$ cat config.mk
export PLATFORM = sky130hd
export DESIGN_NAME = art_timer
export DESIGN_NICKNAME = d
export VERILOG_FILES = /design/src/inc/art_pkg.sv /design/src/rtl/art_clk_src.sv /design/src/rtl/art_edge_det.sv /design/src/rtl/art_timer.sv
export SDC_FILE = /design/constraint.sdc
export NUM_CORES = 1
export LEC_CHECK = 0
export BUFFER_PORTS_ARGS = -buffer_cell sky130_fd_sc_hd__buf_2
export CORE_ASPECT_RATIO = 1.5
export CORE_MARGIN = 2
export CORE_UTILIZATION = 57
export CTS_BUF_LIST = sky130_fd_sc_hd__clkbuf_4
export CTS_CLUSTER_SIZE = 24
export DETAILED_ROUTE_END_ITERATION = 12
export PLACE_DENSITY = 0.83
export SETUP_SLACK_MARGIN = 0.05
export SLEW_MARGIN = 15
export SYNTH_ARGS = -nofsm -noshare
export SYNTH_HDL_FRONTEND = slang
export SYNTH_SLANG_ARGS = --single-unit
$ cat constraint.sdc
create_clock -name ref_clk -period 3.2 [get_ports ref_clk]
set_input_delay 0.96 -clock ref_clk [delete_from_list [all_inputs] [get_ports ref_clk]]
set_output_delay 0.96 -clock ref_clk [all_outputs]
set_load 0.1 [all_outputs]
$ cat src/inc/art_pkg.sv
package art_pkg;
   // ************************************************
   // register byte offsets
   // ************************************************
   localparam logic [7:0] ART_OFF_MODE = 8'h00; // mode control
   localparam logic [7:0] ART_OFF_FLAG = 8'h04; // flag status
   localparam logic [7:0] ART_OFF_CFG = 8'h08; // clock/edge config
   localparam logic [7:0] ART_OFF_RELOAD = 8'h0C; // reload/capture
   localparam logic [7:0] ART_OFF_CMP = 8'h10; // compare
   localparam logic [7:0] ART_OFF_LIVE = 8'h14; // live load
   localparam logic [7:0] ART_OFF_PRESC = 8'h18; // prescaler readback
   // ************************************************
   // mode control fields
   // ************************************************
   localparam int ART_MC_LOAD = 7; // load command, write only
   localparam int ART_MC_EN = 6; // count enable
   localparam int ART_MC_PWMOE = 5; // pwm pin enable
   localparam int ART_MC_EIE = 4; // edge irq enable
   localparam int ART_MC_CIE = 3; // match irq enable
   localparam int ART_MC_OIE = 2; // overflow irq enable
   // ************************************************
   // flag and config fields
   // ************************************************
   localparam int ART_FL_EDGE = 2; // edge event flag
   localparam int ART_FL_MATCH = 1; // match flag
   localparam int ART_FL_OVF = 0; // overflow flag
   localparam int ART_CF_DIV = 5; // divider select lsb
   localparam int ART_CF_POL = 3; // edge polarity
   localparam int ART_CF_EDGE = 2; // edge detect enable
   // ************************************************
   // reset values and counts
   // ************************************************
   localparam logic [7:0] ART_RST_BYTE = 8'h00; // reset of control regs
   localparam logic [1:0] ART_DIV3_LAST = 2'h2; // divide by three wrap
   localparam logic [7:0] ART_CNT_MAX = 8'hFF; // overflow point
   // ************************************************
   // enumerations
   // ************************************************
   typedef enum logic [1:0] {ART_AUTO, ART_CAP, ART_CAP_RST, ART_EXT_LOAD} art_mode_e;
   typedef enum logic [1:0] {ART_CLK_INT, ART_CLK_DIV3, ART_CLK_PIN, ART_CLK_RSV} art_clk_e;
endpackage : art_pkg

$ cat src/rtl/art_clk_src.sv
`timescale 1ns/100ps
// ************************************************
// clock source select and prescaler tick
// ************************************************
module art_clk_src
   import art_pkg::*;
#(
   parameter int PRE_W = 7
) (
   // clock and reset
   input wire logic ref_clk,
   input wire logic resetn,
   // control
   input wire logic [1:0] clk_sel,
   input wire logic [2:0] div_sel,
   input wire logic run,
   input wire logic presc_clr,
   input wire logic pin_rise,
   // result
   output logic tick,
   output logic [PRE_W-1:0] timer_prescaler
);
   logic [1:0] div3; // divide by three phase
   logic [1:0] next_div3;
   logic [PRE_W-1:0] next_presc;
   logic src_tick; // one tick of selected source
   logic [PRE_W:0] wide; // prescaler plus carry
   // source mux and prescaler next state
   always_comb begin
      next_div3 = div3;
      unique case (art_clk_e'(clk_sel))
         ART_CLK_INT: src_tick = 1'b1;
         ART_CLK_DIV3: src_tick = (div3 == ART_DIV3_LAST);
         ART_CLK_PIN: src_tick = pin_rise;
         default: src_tick = 1'b0; // reserved: no clock
      endcase
      if (run) begin
         next_div3 = (div3 == ART_DIV3_LAST) ? 2'h0 : div3 + 2'h1;
      end
      wide = {1'b0, timer_prescaler} + {{PRE_W{1'b0}}, 1'b1};
      // tap n fires when the low n bits are all ones: divide by 2^n [RULE3]
      tick = run && src_tick && (&(timer_prescaler | ~((PRE_W'(1) << div_sel) - PRE_W'(1))));
      next_presc = timer_prescaler;
      if (presc_clr) begin
         next_presc = '0; // any load clears prescaler [RULE7]
      end else if (run && src_tick) begin
         next_presc = wide[PRE_W-1:0]; // frozen when not run [RULE4]
      end
   end
   // registers
   always_ff @(posedge ref_clk) begin
      if (!resetn) begin
         div3 <= 2'h0;
         timer_prescaler <= '0;
      end else begin
         div3 <= next_div3;
         timer_prescaler <= next_presc;
      end
   end
endmodule : art_clk_src

$ cat src/rtl/art_edge_det.sv
`timescale 1ns/100ps
// ************************************************
// event pin edge detector
// ************************************************
module art_edge_det (
   // clock and reset
   input wire logic ref_clk,
   input wire logic resetn,
   // pin and setup
   input wire logic event_in_pin,
   input wire logic edge_detect_enable,
   input wire logic edge_polarity,
   // results
   output logic pin_rise,
   output logic active_edge
);
   logic last; // previous pin level
   logic next_last;
   // edge compare
   always_comb begin
      next_last = event_in_pin;
      pin_rise = event_in_pin && !last;
      // rising when polarity clear, falling when set [RULE21]
      active_edge = edge_detect_enable &&
         (edge_polarity ? (!event_in_pin && last) : pin_rise);
   end
   // register
   always_ff @(posedge ref_clk) begin
      if (!resetn) begin
         last <= 1'b0;
      end else begin
         last <= next_last;
      end
   end
endmodule : art_edge_det

$ cat src/rtl/art_timer.sv
`timescale 1ns/100ps
// Behaviour
// RULE1: 8-bit up-counter on prescaled clock
// RULE2: clock from internal, internal/3, or pin
// RULE3: prescaler taps divide by 2^n
// RULE4: enable clear freezes prescaler and counter
// RULE5: reset clears counter
// RULE6: live load write loads counter, read returns it
// RULE7: every counter load clears prescaler
// RULE8: auto-reload overflow reloads, pwm high
// RULE9: compare match drives pwm low, sets flag
// RULE10: overflow sets sticky flag
// RULE11: software writes reload, then load plus enable
// RULE12: capture copies counter, sets edge flag
// RULE13: capture-reset clears counter and prescaler
// RULE14: external edge loads counter from reload
// RULE15: pin clock only in auto-reload mode
// RULE16: do not change clock while counting
// RULE17: compare must exceed reload for pwm
// RULE18: writing 06h clears only overflow flag
// RULE19: interrupts wake from wait and stop; stop wake only with pin clock
// RULE20: mode bits select four operating modes
// RULE21: edge enable and polarity select edge
// RULE22: clock select codes, 11 reserved
// RULE23: write zero clears flag, one keeps
// RULE24: one irq line from enabled flags
module art_timer
   import art_pkg::*;
#(
   parameter int PRE_W = 7
) (
   // clock and reset
   input wire logic ref_clk,
   input wire logic resetn,
   // ahb-lite slave
   input wire logic hsel,
   input wire logic [7:0] haddr,
   input wire logic [1:0] htrans,
   input wire logic hwrite,
   input wire logic [2:0] hsize,
   input wire logic [31:0] hwdata,
   input wire logic hready,
   output logic [31:0] hrdata,
   output logic hreadyout,
   output logic hresp,
   // pins
   input wire logic event_in_pin,
   output logic pwm_out_pin,
   output logic pwm_out_en,
   // interrupt request and wake
   output logic timer_irq,
   output logic stop_wake_ok
);
   // ************************************************
   // state
   // ************************************************
   logic [7:0] mode_control_reg; // bit 7 never stored
   logic [7:0] flag_status_reg; // low three bits used
   logic [7:0] clock_edge_config_reg; // divider, edge, clock
   logic [7:0] reload_capture_reg; // reload or captured value
   logic [7:0] compare_reg; // pwm compare value
   logic [7:0] timer_counter; // main counter
   logic pwm_level; // pwm output state
   logic wr_pend; // write data phase pending
   logic [7:0] wr_addr; // latched write address
   logic [7:0] next_mode, next_flag, next_cfg, next_reload, next_cmp, next_cnt;
   logic next_pwm, next_wr_pend;
   logic [7:0] next_wr_addr;
   logic [31:0] next_rdata;
   // ************************************************
   // helpers
   // ************************************************
   logic tick, pin_rise, active_edge, presc_clr;
   logic [PRE_W-1:0] timer_prescaler;
   art_mode_e op_mode;
   logic addr_ok;
   logic wr_now;
   logic [7:0] wbyte;
   // address decode zeroes read data on unmapped reads and writes; writes decode through the case
   function automatic logic is_mapped(input logic [7:0] a);
      is_mapped = (a == ART_OFF_MODE) || (a == ART_OFF_FLAG) || (a == ART_OFF_CFG) ||
         (a == ART_OFF_RELOAD) || (a == ART_OFF_CMP) || (a == ART_OFF_LIVE) ||
         (a == ART_OFF_PRESC);
   endfunction : is_mapped
   assign op_mode = art_mode_e'(mode_control_reg[1:0]); // [RULE20]
   assign addr_ok = hsel && hready && htrans[1];
   assign wr_now = wr_pend;
   assign wbyte = hwdata[7:0];
   assign hreadyout = 1'b1; // zero wait states
   assign hresp = 1'b0; // always okay
   // ************************************************
   // submodules
   // ************************************************
   art_edge_det u_edge (
      .ref_clk(ref_clk),
      .resetn(resetn),
      .event_in_pin(event_in_pin),
      .edge_detect_enable(clock_edge_config_reg[ART_CF_EDGE]),
      .edge_polarity(clock_edge_config_reg[ART_CF_POL]),
      .pin_rise(pin_rise),
      .active_edge(active_edge)
   );
   art_clk_src #(.PRE_W(PRE_W)) u_clk ( // [RULE2] [RULE22]
      .ref_clk(ref_clk),
      .resetn(resetn),
      .clk_sel(clock_edge_config_reg[1:0]),
      .div_sel(clock_edge_config_reg[ART_CF_DIV+2 -: 3]),
      .run(mode_control_reg[ART_MC_EN]), // [RULE4]
      .presc_clr(presc_clr),
      .pin_rise(pin_rise),
      .tick(tick),
      .timer_prescaler(timer_prescaler)
   );
   // ************************************************
   // bus, counter and flag next state
   // ************************************************
   always_comb begin
      next_mode = mode_control_reg;
      next_flag = flag_status_reg;
      // software clear first, so an event in the same cycle still sets [RULE23] [RULE18]
      if (wr_now && wr_addr == ART_OFF_FLAG) begin
         next_flag = {5'h00, flag_status_reg[2:0] & wbyte[2:0]};
      end
      next_cfg = clock_edge_config_reg;
      next_reload = reload_capture_reg;
      next_cmp = compare_reg;
      next_cnt = timer_counter;
      next_pwm = pwm_level;
      next_wr_pend = addr_ok && hwrite;
      next_wr_addr = haddr;
      next_rdata = hrdata;
      presc_clr = 1'b0;
      // counting and modes
      if (tick) begin
         if (timer_counter == ART_CNT_MAX) begin
            next_flag[ART_FL_OVF] = 1'b1; // [RULE10]
            next_pwm = 1'b1; // overflow sets pwm [RULE8]
            if (op_mode == ART_AUTO) begin
               next_cnt = reload_capture_reg; // [RULE8]
               presc_clr = 1'b1; // [RULE7]
            end else begin
               next_cnt = 8'h00;
            end
         end else begin
            next_cnt = timer_counter + 8'h01; // [RULE1]
         end
      end
      if (timer_counter == compare_reg && mode_control_reg[ART_MC_EN]) begin
         next_pwm = 1'b0; // [RULE9]
         next_flag[ART_FL_MATCH] = 1'b1; // [RULE9]
      end
      if (active_edge) begin
         unique case (op_mode)
            ART_CAP, ART_CAP_RST: begin
               next_reload = timer_counter; // [RULE12]
               next_flag[ART_FL_EDGE] = 1'b1; // [RULE12]
               if (op_mode == ART_CAP_RST) begin
                  next_cnt = 8'h00; // [RULE13]
                  presc_clr = 1'b1; // [RULE13]
               end
            end
            ART_EXT_LOAD: begin
               next_cnt = reload_capture_reg; // [RULE14]
               next_flag[ART_FL_EDGE] = 1'b1;
               presc_clr = 1'b1; // [RULE7]
            end
            ART_AUTO: next_flag[ART_FL_EDGE] = 1'b1;
         endcase
      end
      // register writes in data phase
      if (wr_now) begin
         unique case (wr_addr)
            ART_OFF_MODE: begin
               next_mode = {1'b0, wbyte[6:0]};
               if (wbyte[ART_MC_LOAD]) begin
                  next_cnt = reload_capture_reg; // load command [RULE7]
                  presc_clr = 1'b1;
               end
            end
            ART_OFF_FLAG: ; // flag clear applied above, before the events
            ART_OFF_CFG: next_cfg = wbyte;
            ART_OFF_RELOAD: next_reload = wbyte;
            ART_OFF_CMP: next_cmp = wbyte;
            ART_OFF_LIVE: begin
               next_cnt = wbyte; // [RULE6]
               presc_clr = 1'b1; // [RULE7]
            end
            default: ;
         endcase
      end
      // read data registered at address phase
      if (addr_ok && !hwrite) begin
         unique case (haddr)
            ART_OFF_MODE: next_rdata = {24'h0, 1'b0, mode_control_reg[6:0]};
            ART_OFF_FLAG: next_rdata = {24'h0, flag_status_reg};
            ART_OFF_CFG: next_rdata = {24'h0, clock_edge_config_reg};
            ART_OFF_RELOAD: next_rdata = {24'h0, reload_capture_reg};
            ART_OFF_CMP: next_rdata = {24'h0, compare_reg};
            ART_OFF_LIVE: next_rdata = {24'h0, timer_counter}; // [RULE6]
            ART_OFF_PRESC: next_rdata = 32'(timer_prescaler);
            default: next_rdata = 32'h0; // unmapped reads zero
         endcase
      end
      if (!is_mapped(haddr) && addr_ok) begin
         next_rdata = 32'h0;
      end
   end
   // ************************************************
   // registers
   // ************************************************
   always_ff @(posedge ref_clk) begin
      if (!resetn) begin
         mode_control_reg <= ART_RST_BYTE;
         flag_status_reg <= ART_RST_BYTE;
         clock_edge_config_reg <= ART_RST_BYTE;
         reload_capture_reg <= ART_RST_BYTE;
         compare_reg <= ART_RST_BYTE;
         timer_counter <= ART_RST_BYTE; // [RULE5]
         pwm_level <= 1'b0;
         wr_pend <= 1'b0;
         wr_addr <= 8'h00;
         hrdata <= 32'h0;
      end else begin
         mode_control_reg <= next_mode;
         flag_status_reg <= next_flag;
         clock_edge_config_reg <= next_cfg;
         reload_capture_reg <= next_reload;
         compare_reg <= next_cmp;
         timer_counter <= next_cnt;
         pwm_level <= next_pwm;
         wr_pend <= next_wr_pend;
         wr_addr <= next_wr_addr;
         hrdata <= next_rdata;
      end
   end
   // ************************************************
   // outputs
   // ************************************************
   assign pwm_out_pin = pwm_level & mode_control_reg[ART_MC_PWMOE];
   assign pwm_out_en = mode_control_reg[ART_MC_PWMOE];
   // combined request, usable as wait wake [RULE24] [RULE19]
   assign timer_irq = (flag_status_reg[ART_FL_OVF] & mode_control_reg[ART_MC_OIE]) |
      (flag_status_reg[ART_FL_MATCH] & mode_control_reg[ART_MC_CIE]) |
      (flag_status_reg[ART_FL_EDGE] & mode_control_reg[ART_MC_EIE]);
   // stop wake only with pin clock [RULE19]
   assign stop_wake_ok = (art_clk_e'(clock_edge_config_reg[1:0]) == ART_CLK_PIN);
endmodule : art_timer

==> results of run 1 <==
==> worst paths after layout <==
path / from / end / slack (ns) / cells after the start
worst min-delay path: mode_control_reg[5] / mode_control_reg[5] / 0.49 / 2
worst min register to register: mode_control_reg[5] / mode_control_reg[5] / 0.49 / 2
worst max-delay path: clock_edge_config_reg[7] / u_clk.timer_prescaler[0] / 0.27 / 8
worst max register to register: clock_edge_config_reg[7] / u_clk.timer_prescaler[0] / 0.27 / 8
==> worst max-delay path: stages (launching register included) <==
cell,delay (ns)
dfxtp_1,0.44
or3_1,0.44
ha_1,0.30
o211a_1,0.17
a211oi_1,0.37
a2bb2oi_4,0.32
nand2_4,0.15
o311ai_4,0.52
nor2_1,0.10
==> cell type report <==
| class | instances | area, sq um |
|---|---|---|
| Clock buffer | 10 | 75.1 |
| Sequential cell | 70 | 1400 |
| Clock inverter | 6 | 62.6 |
| Timing Repair Buffer | 43 | 238 |
| Multi-Input combinational cell | 398 | 2560 |
| Fill cell | 692 | 2740 |
| Tap cell | 100 | 125 |
| Inverter | 7 | 26.3 |
==> synthesized netlist by cell type, drive strengths merged (4+ instances only) <==
library cell | count | area, sq um
buf | 32 | 229
dfxtp | 70 | 1400
mux2i | 33 | 330
xnor2 | 5 | 43.8
a221oi | 4 | 52.6
a22oi | 12 | 90.1
nand2 | 54 | 210
nor2b | 4 | 25.0
o211ai | 4 | 35.0
and2 | 14 | 90.1
nor2 | 60 | 225
xor2 | 13 | 114
clkbuf | 27 | 101
and3 | 7 | 43.8
nand2b | 6 | 37.5
o21ai | 17 | 92.6
ha | 7 | 87.6
inv | 7 | 26.3
nand4 | 7 | 43.8
a21oi | 36 | 180
o2bb2ai | 4 | 35.0
nand3 | 19 | 95.1
nor3b | 4 | 40.0
nor3 | 5 | 25.0
a31oi | 8 | 50.1
==> per-layer routing <==
metal	vias to the layer above	share of wire, %	global-route usage (%)
met2	204	48	47.1
met5	-	0	0
met3	51	6.8	5.32
met4	0	5.8	17.7
met1	1757	39	35.0
li1	1794	-	-
==> placed cells by master (no fill, tap or decap), types with 7 or more instances in the layout <==
cell / n
xor2_1: 13
buf_2: 34
clkbuf_4: 10
and2_1: 13
a22oi_1: 12
a31oi_1: 8
and3_1: 7
buf_4: 9
inv_1: 7
ha_1: 7
nor2_1: 60
nand4_1: 7
nand3_1: 19
mux2i_1: 33
nand2_1: 53
a21oi_1: 36
o21ai_0: 11
dfxtp_1: 70
conb_1: 26
==> report_power, final <==
group,switching [mW],total [mW],internal (mW)
Clock,0.331,0.575,0.244
Sequential,0.00449,0.882,0.878
Combinational,0.196,0.229,0.0323
==> metrics by stage <==
step	hold WS [ns]	cells	total power [mW]	setup WS (ns)
floorplan	0.443	534	1.11	0.416
global placement	0.462	618	1.13	0.283
detailed placement	0.478	618	1.13	0.205
CTS	0.493	634	1.69	0.281
global route	0.509	634	1.75	0.156
finish	0.494	634	1.69	0.273
==> logic make-up after synthesis <==
group | count (synthesis) | share of synthesized area (%)
other cells | 2 | 0.178
xor+xnor | 18 | 3.73
flops | 70 | 33.2
buf+inv | 66 | 8.44
mux | 39 | 10.2
compound gates | 109 | 18.9
simple gates | 199 | 23.3
fa+ha+maj | 7 | 2.07
==> impl_metrics.csv, run 1 <==
group,metric,value,unit
setup_path,crit_path_arrival_time,3.24,ns
cts,ctsHoldBuffers,0,
drt,route.detailed.vias_per_inst,6.00,
cts,clock_tree.root_cell,"clkbuf_4",
drt,initialDrtViolationCount,369,
die,initial_core_util,58.5,%
timing,timing.fmax,0.342,GHz
setup_path,timing.critical_path.from_type,"flop",
pwr,power.ir.vdd_worst,256,uV
drt,antenna_left,0,
grt,grt_max_degree,40,
layout,finish.utilization,62.1,%
cts,clkSinkCount,70,
synthesis,synthCells,510,
cts,post_cts.resized_instances,0,
cts,htreeDepth,3,
die,die_h,109,microns
timing,grt_setup_unrepaired,"no",
timing,worst_slew_pin_slew,1.02,ns
grt,grt_pass1_vias,3554,
cts,post_cts.repair.setup_buffers,0,
synthesis,ys_seq_elements,70,
setup_path,timing.critical_path.fanout_max,9,
drt,drt_wl_total,11.1,mm
synthesis,synth.yosys.seq_area_share,33.2,%
synthesis,synth_warn,0,
grt,grtUsageTotal,29.0,%
synthesis,synthArstFlopShare,0,%
die,die_area,0.00813,sq mm
timing,setup_violations,0,
layout,finalInstanceArea,0.00449,sq mm
grt,grt_antenna_before_repair,0,
synthesis,syn_area,0.00423,sq mm
synthesis,dominantRegCellSynth,"dfxtp_1",
placed_design,number_of_buffer_cells_added_on_primary_ports,34,
grt,globalRoute.totalOverflow,0,
drt,drc_errors,0,
die,die_w,74.3,microns
drt,routed_wire_length_per_instance,17.5,microns
timing,relSlewSlack,31.2,%
setup_path,timing.critical_path.required,3.51,ns
setup_path,timing_worst_setup_path_type,"flop to flop",
pwr,p_per_area,376,mW/mm^2
pwr,leak_pwr,1.84,nW
cts,path_clk_slew,0.12,ns
placed_design,gp_routability_congestion,0.982,
synthesis,yosys.cell_types.count,70,
die,design.core.area,0.00723,sq mm
grt,global_route_wire_length_before_repair,17.7,mm
drt,vias,3806,
timing,finClkSkew,0.0111,ns
cts,cts_max_path_buffers,2,
cts,tritoncts.num_buffers,9,
setup_path,end_kind,"flop",
timing,period_minus_slack,2.93,ns
min_path,hold_path.class,"flop to flop",
layout,num-nets-final,587,
layout,num_antenna_cells,0,
timing,setup_total_negative_slack,0,ns
layout,syn2layout_area_growth,6.16,%
cts,clock_insertion_delay_at_the_later_pin_of_the_skew_report,0.43,ns
layout,post_route_cells_drive_above_1_share,15.2,%
die,core.rowCount,38,
outcome,outcome,"completed",
timing,timing_max_transition_violations_final,0,
cts,cts_tree,"done",
synthesis,count_of_flip_flops_with_a_built_in_enable_after_synthesis,0,
timing,period_share,91.5,%
die,io-pin-count,89,
run,maxcap_viol_count,0,
placed_design,place_hpwl,8.16,mm
timing,hold_viol,0,
placed_design,placed_cell_area,0.00435,sq mm
drt,detail_route.first_pass.iterations,6,
synthesis,syn-mean-instance-area,8.28,sq um
Power figures use the tool's default switching activity.
==> run 2: changes to the inputs <==
PLACE_DENSITY = 0.94   (was 0.83)
==> run 2 against run 1 <==
Compared with the run above: hold slack is essentially flat; largest cell class unchanged; sequential cell count is the same; clock power grew 4.0%; non-clock buffer count shrank 1; via count grew 2.5%; largest power group unchanged; critical path depth is the same.
==> impl_metrics.csv, run 2 (synthesis gave the netlist of run 1 again) <==
group,metric,value,unit
die,core.rowCount,38,
grt,grt_max_degree,40,
run,maxcap_viol_count,0,
setup_path,timing.reg2reg.setup_slack,0.33,ns
grt,grt_antenna_before_repair,1,
cts,clkSinkCount,70,
grt,grtUsageTotal,28.9,%
layout,register_area,0.00140,sq mm
grt,grt_use_met3,5.50,%
drt,antenna_left,0,
timing,grt_setup_unrepaired,"no",
placed_design,pre_cts_slack,0.243,ns
timing,setup_slack_of_the_critical_path_after_layout,0.326,ns
timing,finClkSkew,0.0150,ns
layout,layout_common_cells,"dfxtp_1 (70), nor2_1 (60), nand2_1 (53), a21oi_1 (36), buf_2 (34)",
setup_path,timing.critical_path.fanout_max,9,
die,die_h,109,microns
cts,clock_insertion_delay_at_the_later_pin_of_the_skew_report,0.46,ns
setup_path,cpMaxStageDelayCell,"o311ai_4",
drt,detail_route.first_pass.iterations,7,
timing,setup_total_negative_slack,0,ns
setup_path,path_cells,"or3_1 > ha_1 > o211a_1 > a211oi_1 > a2bb2oi_4 > nand2_4 > o311ai_4 > nor2_1",
drt,vias,3900,
timing,timing_max_transition_violations_final,0,
grt,grt_util_met2,47.4,%
grt,grt_pass1_vias,3689,
pwr,p_per_area,381,mW/mm^2
drt,routed_wire_length_per_instance,17.4,microns
cts,cts_max_path_buffers,2,
die,die_area,0.00813,sq mm
placed_design,gp_routability_congestion,1.02,
die,die_w,74.3,microns
layout,syn2layout_area_growth,6.10,%
cts,cts_tree,"done",
timing,worst_slew_pin_slew,0.938,ns
layout,finalInstanceArea,0.00448,sq mm
outcome,outcome,"completed",
grt,global_route_wire_length_before_repair,17.8,mm
timing,period_share,89.8,%
setup_path,crit_path_arrival_time,3.21,ns
setup_path,timing.critical_path.from_type,"flop",
die,initial_core_util,58.5,%
layout,finish.utilization,62.0,%
layout,fillerInstances,640,
layout,post_route_cells_drive_above_1_share,14.8,%
cts,tritoncts.num_buffers,9,
cts,clock_tree.root_cell,"clkbuf_4",
cts,htreeDepth,3,
drt,route.detailed.vias_per_inst,6.15,
placed_design,number_of_buffer_cells_added_on_primary_ports,34,
setup_path,timing.critical_path.required,3.54,ns
cts,post_cts.repair.setup_buffers,0,
layout,num-nets-final,586,
pwr,power.ir.vdd_worst,204,uV
timing,timing.fmax,0.348,GHz
grt,globalRoute.totalOverflow,0,
timing,hold_viol,0,
setup_path,end_kind,"flop",
timing,relSlewSlack,37.0,%
setup_path,critPathTopFamily,"compound AO/OA/AOI/OAI gates",
die,design.core.area,0.00723,sq mm
grt,met1_usage,32.8,%
pwr,leak_pwr,1.84,nW
drt,drt_wl_total,11.0,mm
cts,ctsHoldBuffers,0,
timing,period_minus_slack,2.87,ns
timing,setup_violations,0,
setup_path,critical-path-max-stage-delay,0.49,ns
min_path,hold_path.class,"flop to flop",
layout,mostFrequentLayoutCell,"dfxtp_1",
die,io-pin-count,89,
placed_design,placed_cell_area,0.00434,sq mm
drt,drc_errors,0,
drt,initialDrtViolationCount,430,
setup_path,timing_worst_setup_path_type,"flop to flop",
cts,post_cts.resized_instances,0,
placed_design,place_hpwl,8.21,mm
grt,busiest_layer,"met2",
cts,path_clk_slew,0.13,ns
setup_path,critPathBufInv,0,
layout,multiInputGateArea,0.00256,sq mm
==> run 2: cell type report <==
cell class / instances / share of cell area [%]
well taps: 100 / 2.79
diodes: 1 / 0.0558
multi-input cells: 398 / 57.0
repair buffers: 42 / 5.14
clock inverters: 7 / 1.62
flip-flops and latches: 70 / 31.3
clock buffers: 9 / 1.51
inverters: 7 / 0.586
==> run 2: where the power goes <==
group	switching (mW)	total [mW]	leakage (nW)	internal, mW
Clock	0.357	0.598	0.0744	0.240
Sequential	0.00507	0.883	0.566	0.878
Combinational	0.195	0.228	1.20	0.0330
Total	0.558	1.71	1.84	1.15
==> run 2: stage by stage <==
stage	total power [mW]	hold WS, ns	std cells
floorplan	1.11	0.443	534
global placement	1.13	0.463	617
detailed placement	1.13	0.472	617
CTS	1.71	0.492	633
global route	1.76	0.512	634
finish	1.71	0.494	634
==> run 2: final timing paths <==
kind | start | end | cells past startpoint
worst max-delay path | clock_edge_config_reg[7] | u_clk.timer_prescaler[2] | 8
worst max register to register | clock_edge_config_reg[7] | u_clk.timer_prescaler[2] | 8
worst min register to register | mode_control_reg[3] | mode_control_reg[3] | 2
worst min-delay path | mode_control_reg[3] | mode_control_reg[3] | 2
==> run 2: worst register-to-register path: stages (launching register included) <==
cell and delay [ns]:
dfxtp_1 0.45, or3_1 0.44, ha_1 0.30, o211a_1 0.16
a211oi_1 0.34, a2bb2oi_4 0.32, nand2_4 0.15, o311ai_4 0.50
nor2_1 0.10
==> run 2: metal layers <==
| metal | wire, microns | up-vias |
|---|---|---|
| li1 | - | 1799 |
| met1 | 4130 | 1802 |
| met2 | 5190 | 233 |
| met3 | 884 | 66 |
| met4 | 820 | 0 |
| met5 | 0 | - |
==> run 3: changes to the inputs <==
BUFFER_PORTS_ARGS = -buffer_cell sky130_fd_sc_hd__buf_4   (was -buffer_cell sky130_fd_sc_hd__buf_2)
==> run 3 against run 2 <==
Compared with the run above: wire length fell by 0.63%; sequential power about the same; register-to-register slack worse by 0.07 ns; sequential share of layout area fell by 0.51 points; critical path depth unchanged; cell count is the same; sequential cell count did not move; worst setup slack lost 0.067 ns; non-clock buffer count increased by 1; hold slack got worse by 0.0048 ns; largest power group unchanged.
==> impl_metrics.csv, run 3 (synthesis gave the netlist of run 1 again) <==
group,metric,value,unit
setup_path,critPathBufInv,0,
grt,grtUsageTotal,28.0,%
cts,clock_insertion_delay_at_the_later_pin_of_the_skew_report,0.43,ns
drt,routed_wire_length_per_instance,17.3,microns
die,die_w,74.3,microns
setup_path,timing.critical_path.required,3.51,ns
die,initial_core_util,58.5,%
layout,finalInstanceArea,0.00456,sq mm
outcome,outcome,"completed",
grt,grt_max_degree,40,
timing,period_share,91.9,%
cts,tritoncts.num_buffers,9,
pwr,leak_pwr,1.85,nW
pwr,power.ir.vdd_worst,235,uV
setup_path,critical-path-max-stage-delay,0.53,ns
drt,route.detailed.vias_per_inst,6.11,
drt,antenna_left,0,
setup_path,critPathTopFamily,"compound AO/OA/AOI/OAI gates",
cts,post_cts.resized_instances,0,
drt,initialDrtViolationCount,419,
min_path,hold_path.class,"flop to flop",
cts,clock_tree.root_cell,"clkbuf_4",
cts,ctsHoldBuffers,0,
timing,relSlewSlack,33.4,%
drt,detail_route.first_pass.iterations,5,
die,die_area,0.00813,sq mm
timing,grt_setup_unrepaired,"no",
timing,setup_slack_of_the_critical_path_after_layout,0.259,ns
die,design.core.area,0.00723,sq mm
layout,layout_common_cells,"dfxtp_1 (70), nor2_1 (60), nand2_1 (53), buf_4 (43), a21oi_1 (36)",
timing,timing.fmax,0.340,GHz
die,die_h,109,microns
cts,clkSinkCount,70,
drt,drt_wl_total,11.0,mm
cts,cts_tree,"done",
cts,path_clk_slew,0.11,ns
placed_design,number_of_buffer_cells_added_on_primary_ports,34,
layout,syn2layout_area_growth,7.85,%
placed_design,placed_cell_area,0.00443,sq mm
drt,drc_errors,0,
placed_design,dpl.cell_count,618,
timing,fin_hold_ws,0.489,ns
layout,layout.cells.non_filler,634,
layout,fillerInstances,633,
timing,setup_total_negative_slack,0,ns
cts,post_cts.repair.setup_buffers,0,
grt,global_route_wire_length_before_repair,17.2,mm
setup_path,crit_path_arrival_time,3.25,ns
grt,globalRoute.totalOverflow,0,
cts,cts_max_path_buffers,2,
timing,timing_max_transition_violations_final,0,
placed_design,place_hpwl,8.04,mm
die,io-pin-count,89,
cts,htreeDepth,3,
die,core.rowCount,38,
timing,period_minus_slack,2.94,ns
setup_path,end_kind,"flop",
placed_design,gp_routability_congestion,1.02,
setup_path,cpMaxStageDelayCell,"o311ai_4",
grt,grt_pass1_vias,3616,
setup_path,timing.critical_path.from_type,"flop",
run,maxcap_viol_count,0,
setup_path,timing_worst_setup_path_type,"flop to flop",
setup_path,timing.critical_path.fanout_max,9,
timing,finClkSkew,0.0153,ns
pwr,p_per_area,365,mW/mm^2
timing,setup_violations,0,
drt,vias,3871,
layout,mostFrequentLayoutCell,"dfxtp_1",
timing,hold_viol,0,
setup_path,path_cells,"or3_1 > ha_1 > o211a_1 > a211oi_1 > a2bb2oi_4 > nand2_4 > o311ai_4 > nor2_1",
layout,post_route_cells_drive_above_1_share,14.4,%
placed_design,pre_cts_slack,0.294,ns
layout,num-nets-final,587,
grt,grt_antenna_before_repair,0,
timing,worst_slew_pin_slew,0.992,ns
-- run 3: cell count changes in the layout (fill, tap and decap cells not counted) --
cell / previous run / this run
inv_6: 2 / 0
clkinv_4: 1 / 0
buf_2: 34 / 0
clkinv_1: 1 / 3
buf_4: 8 / 43
-- run 3: worst reg2reg max path, delay by kind of cell, from the launching register on --
family | cells | cell delay, ns
compound gates | 4 | 1.39
flops | 1 | 0.44
fa+ha+maj | 1 | 0.30
simple gates | 3 | 0.69
-- run 3: final timing paths --
kind / slack (ns) / endpoint / cells past startpoint / start
max: 0.26 / u_clk.timer_prescaler[6] / 8 / clock_edge_config_reg[7]
min: 0.49 / mode_control_reg[2] / 2 / mode_control_reg[2]
max reg2reg: 0.26 / u_clk.timer_prescaler[6] / 8 / clock_edge_config_reg[7]
min reg2reg: 0.49 / mode_control_reg[2] / 2 / mode_control_reg[2]
-- run 3: metrics by stage --
| stage | total power, mW | util, % |
|---|---|---|
| global placement | 1.13 | 61.3 |
| CTS | 1.66 | 63.0 |
| floorplan | 1.11 | - |
| global route | 1.72 | 63.0 |
| detailed placement | 1.14 | 61.3 |
| finish | 1.66 | 63.1 |
-- run 3: area by class of cell --
type / count / area (sq um) / area share (%)
tap: 100 / 125 / 2.75
antenna: 1 / 2.50 / 0.0549
clock buffer: 9 / 67.6 / 1.48
clock inverter: 6 / 53.8 / 1.18
sequential: 70 / 1400 / 30.8
inverter: 7 / 26.3 / 0.577
multi-input combinational: 398 / 2560 / 56.1
timing repair buffer: 43 / 323 / 7.08
-- run 3: layer usage --
layer,vias up,wire length [microns],track usage [%]
li1,1794,-,-
met1,1774,4000,32.6
met2,249,5240,46.7
met3,54,899,3.48
met4,0,816,19.8
met5,-,0,0
-- run 3: where the power goes --
| group | internal [mW] | switching, mW |
|---|---|---|
| Sequential | 0.878 | 0.00457 |
| Clock | 0.225 | 0.320 |
| Combinational | 0.0395 | 0.197 |
| Total | 1.14 | 0.521 |
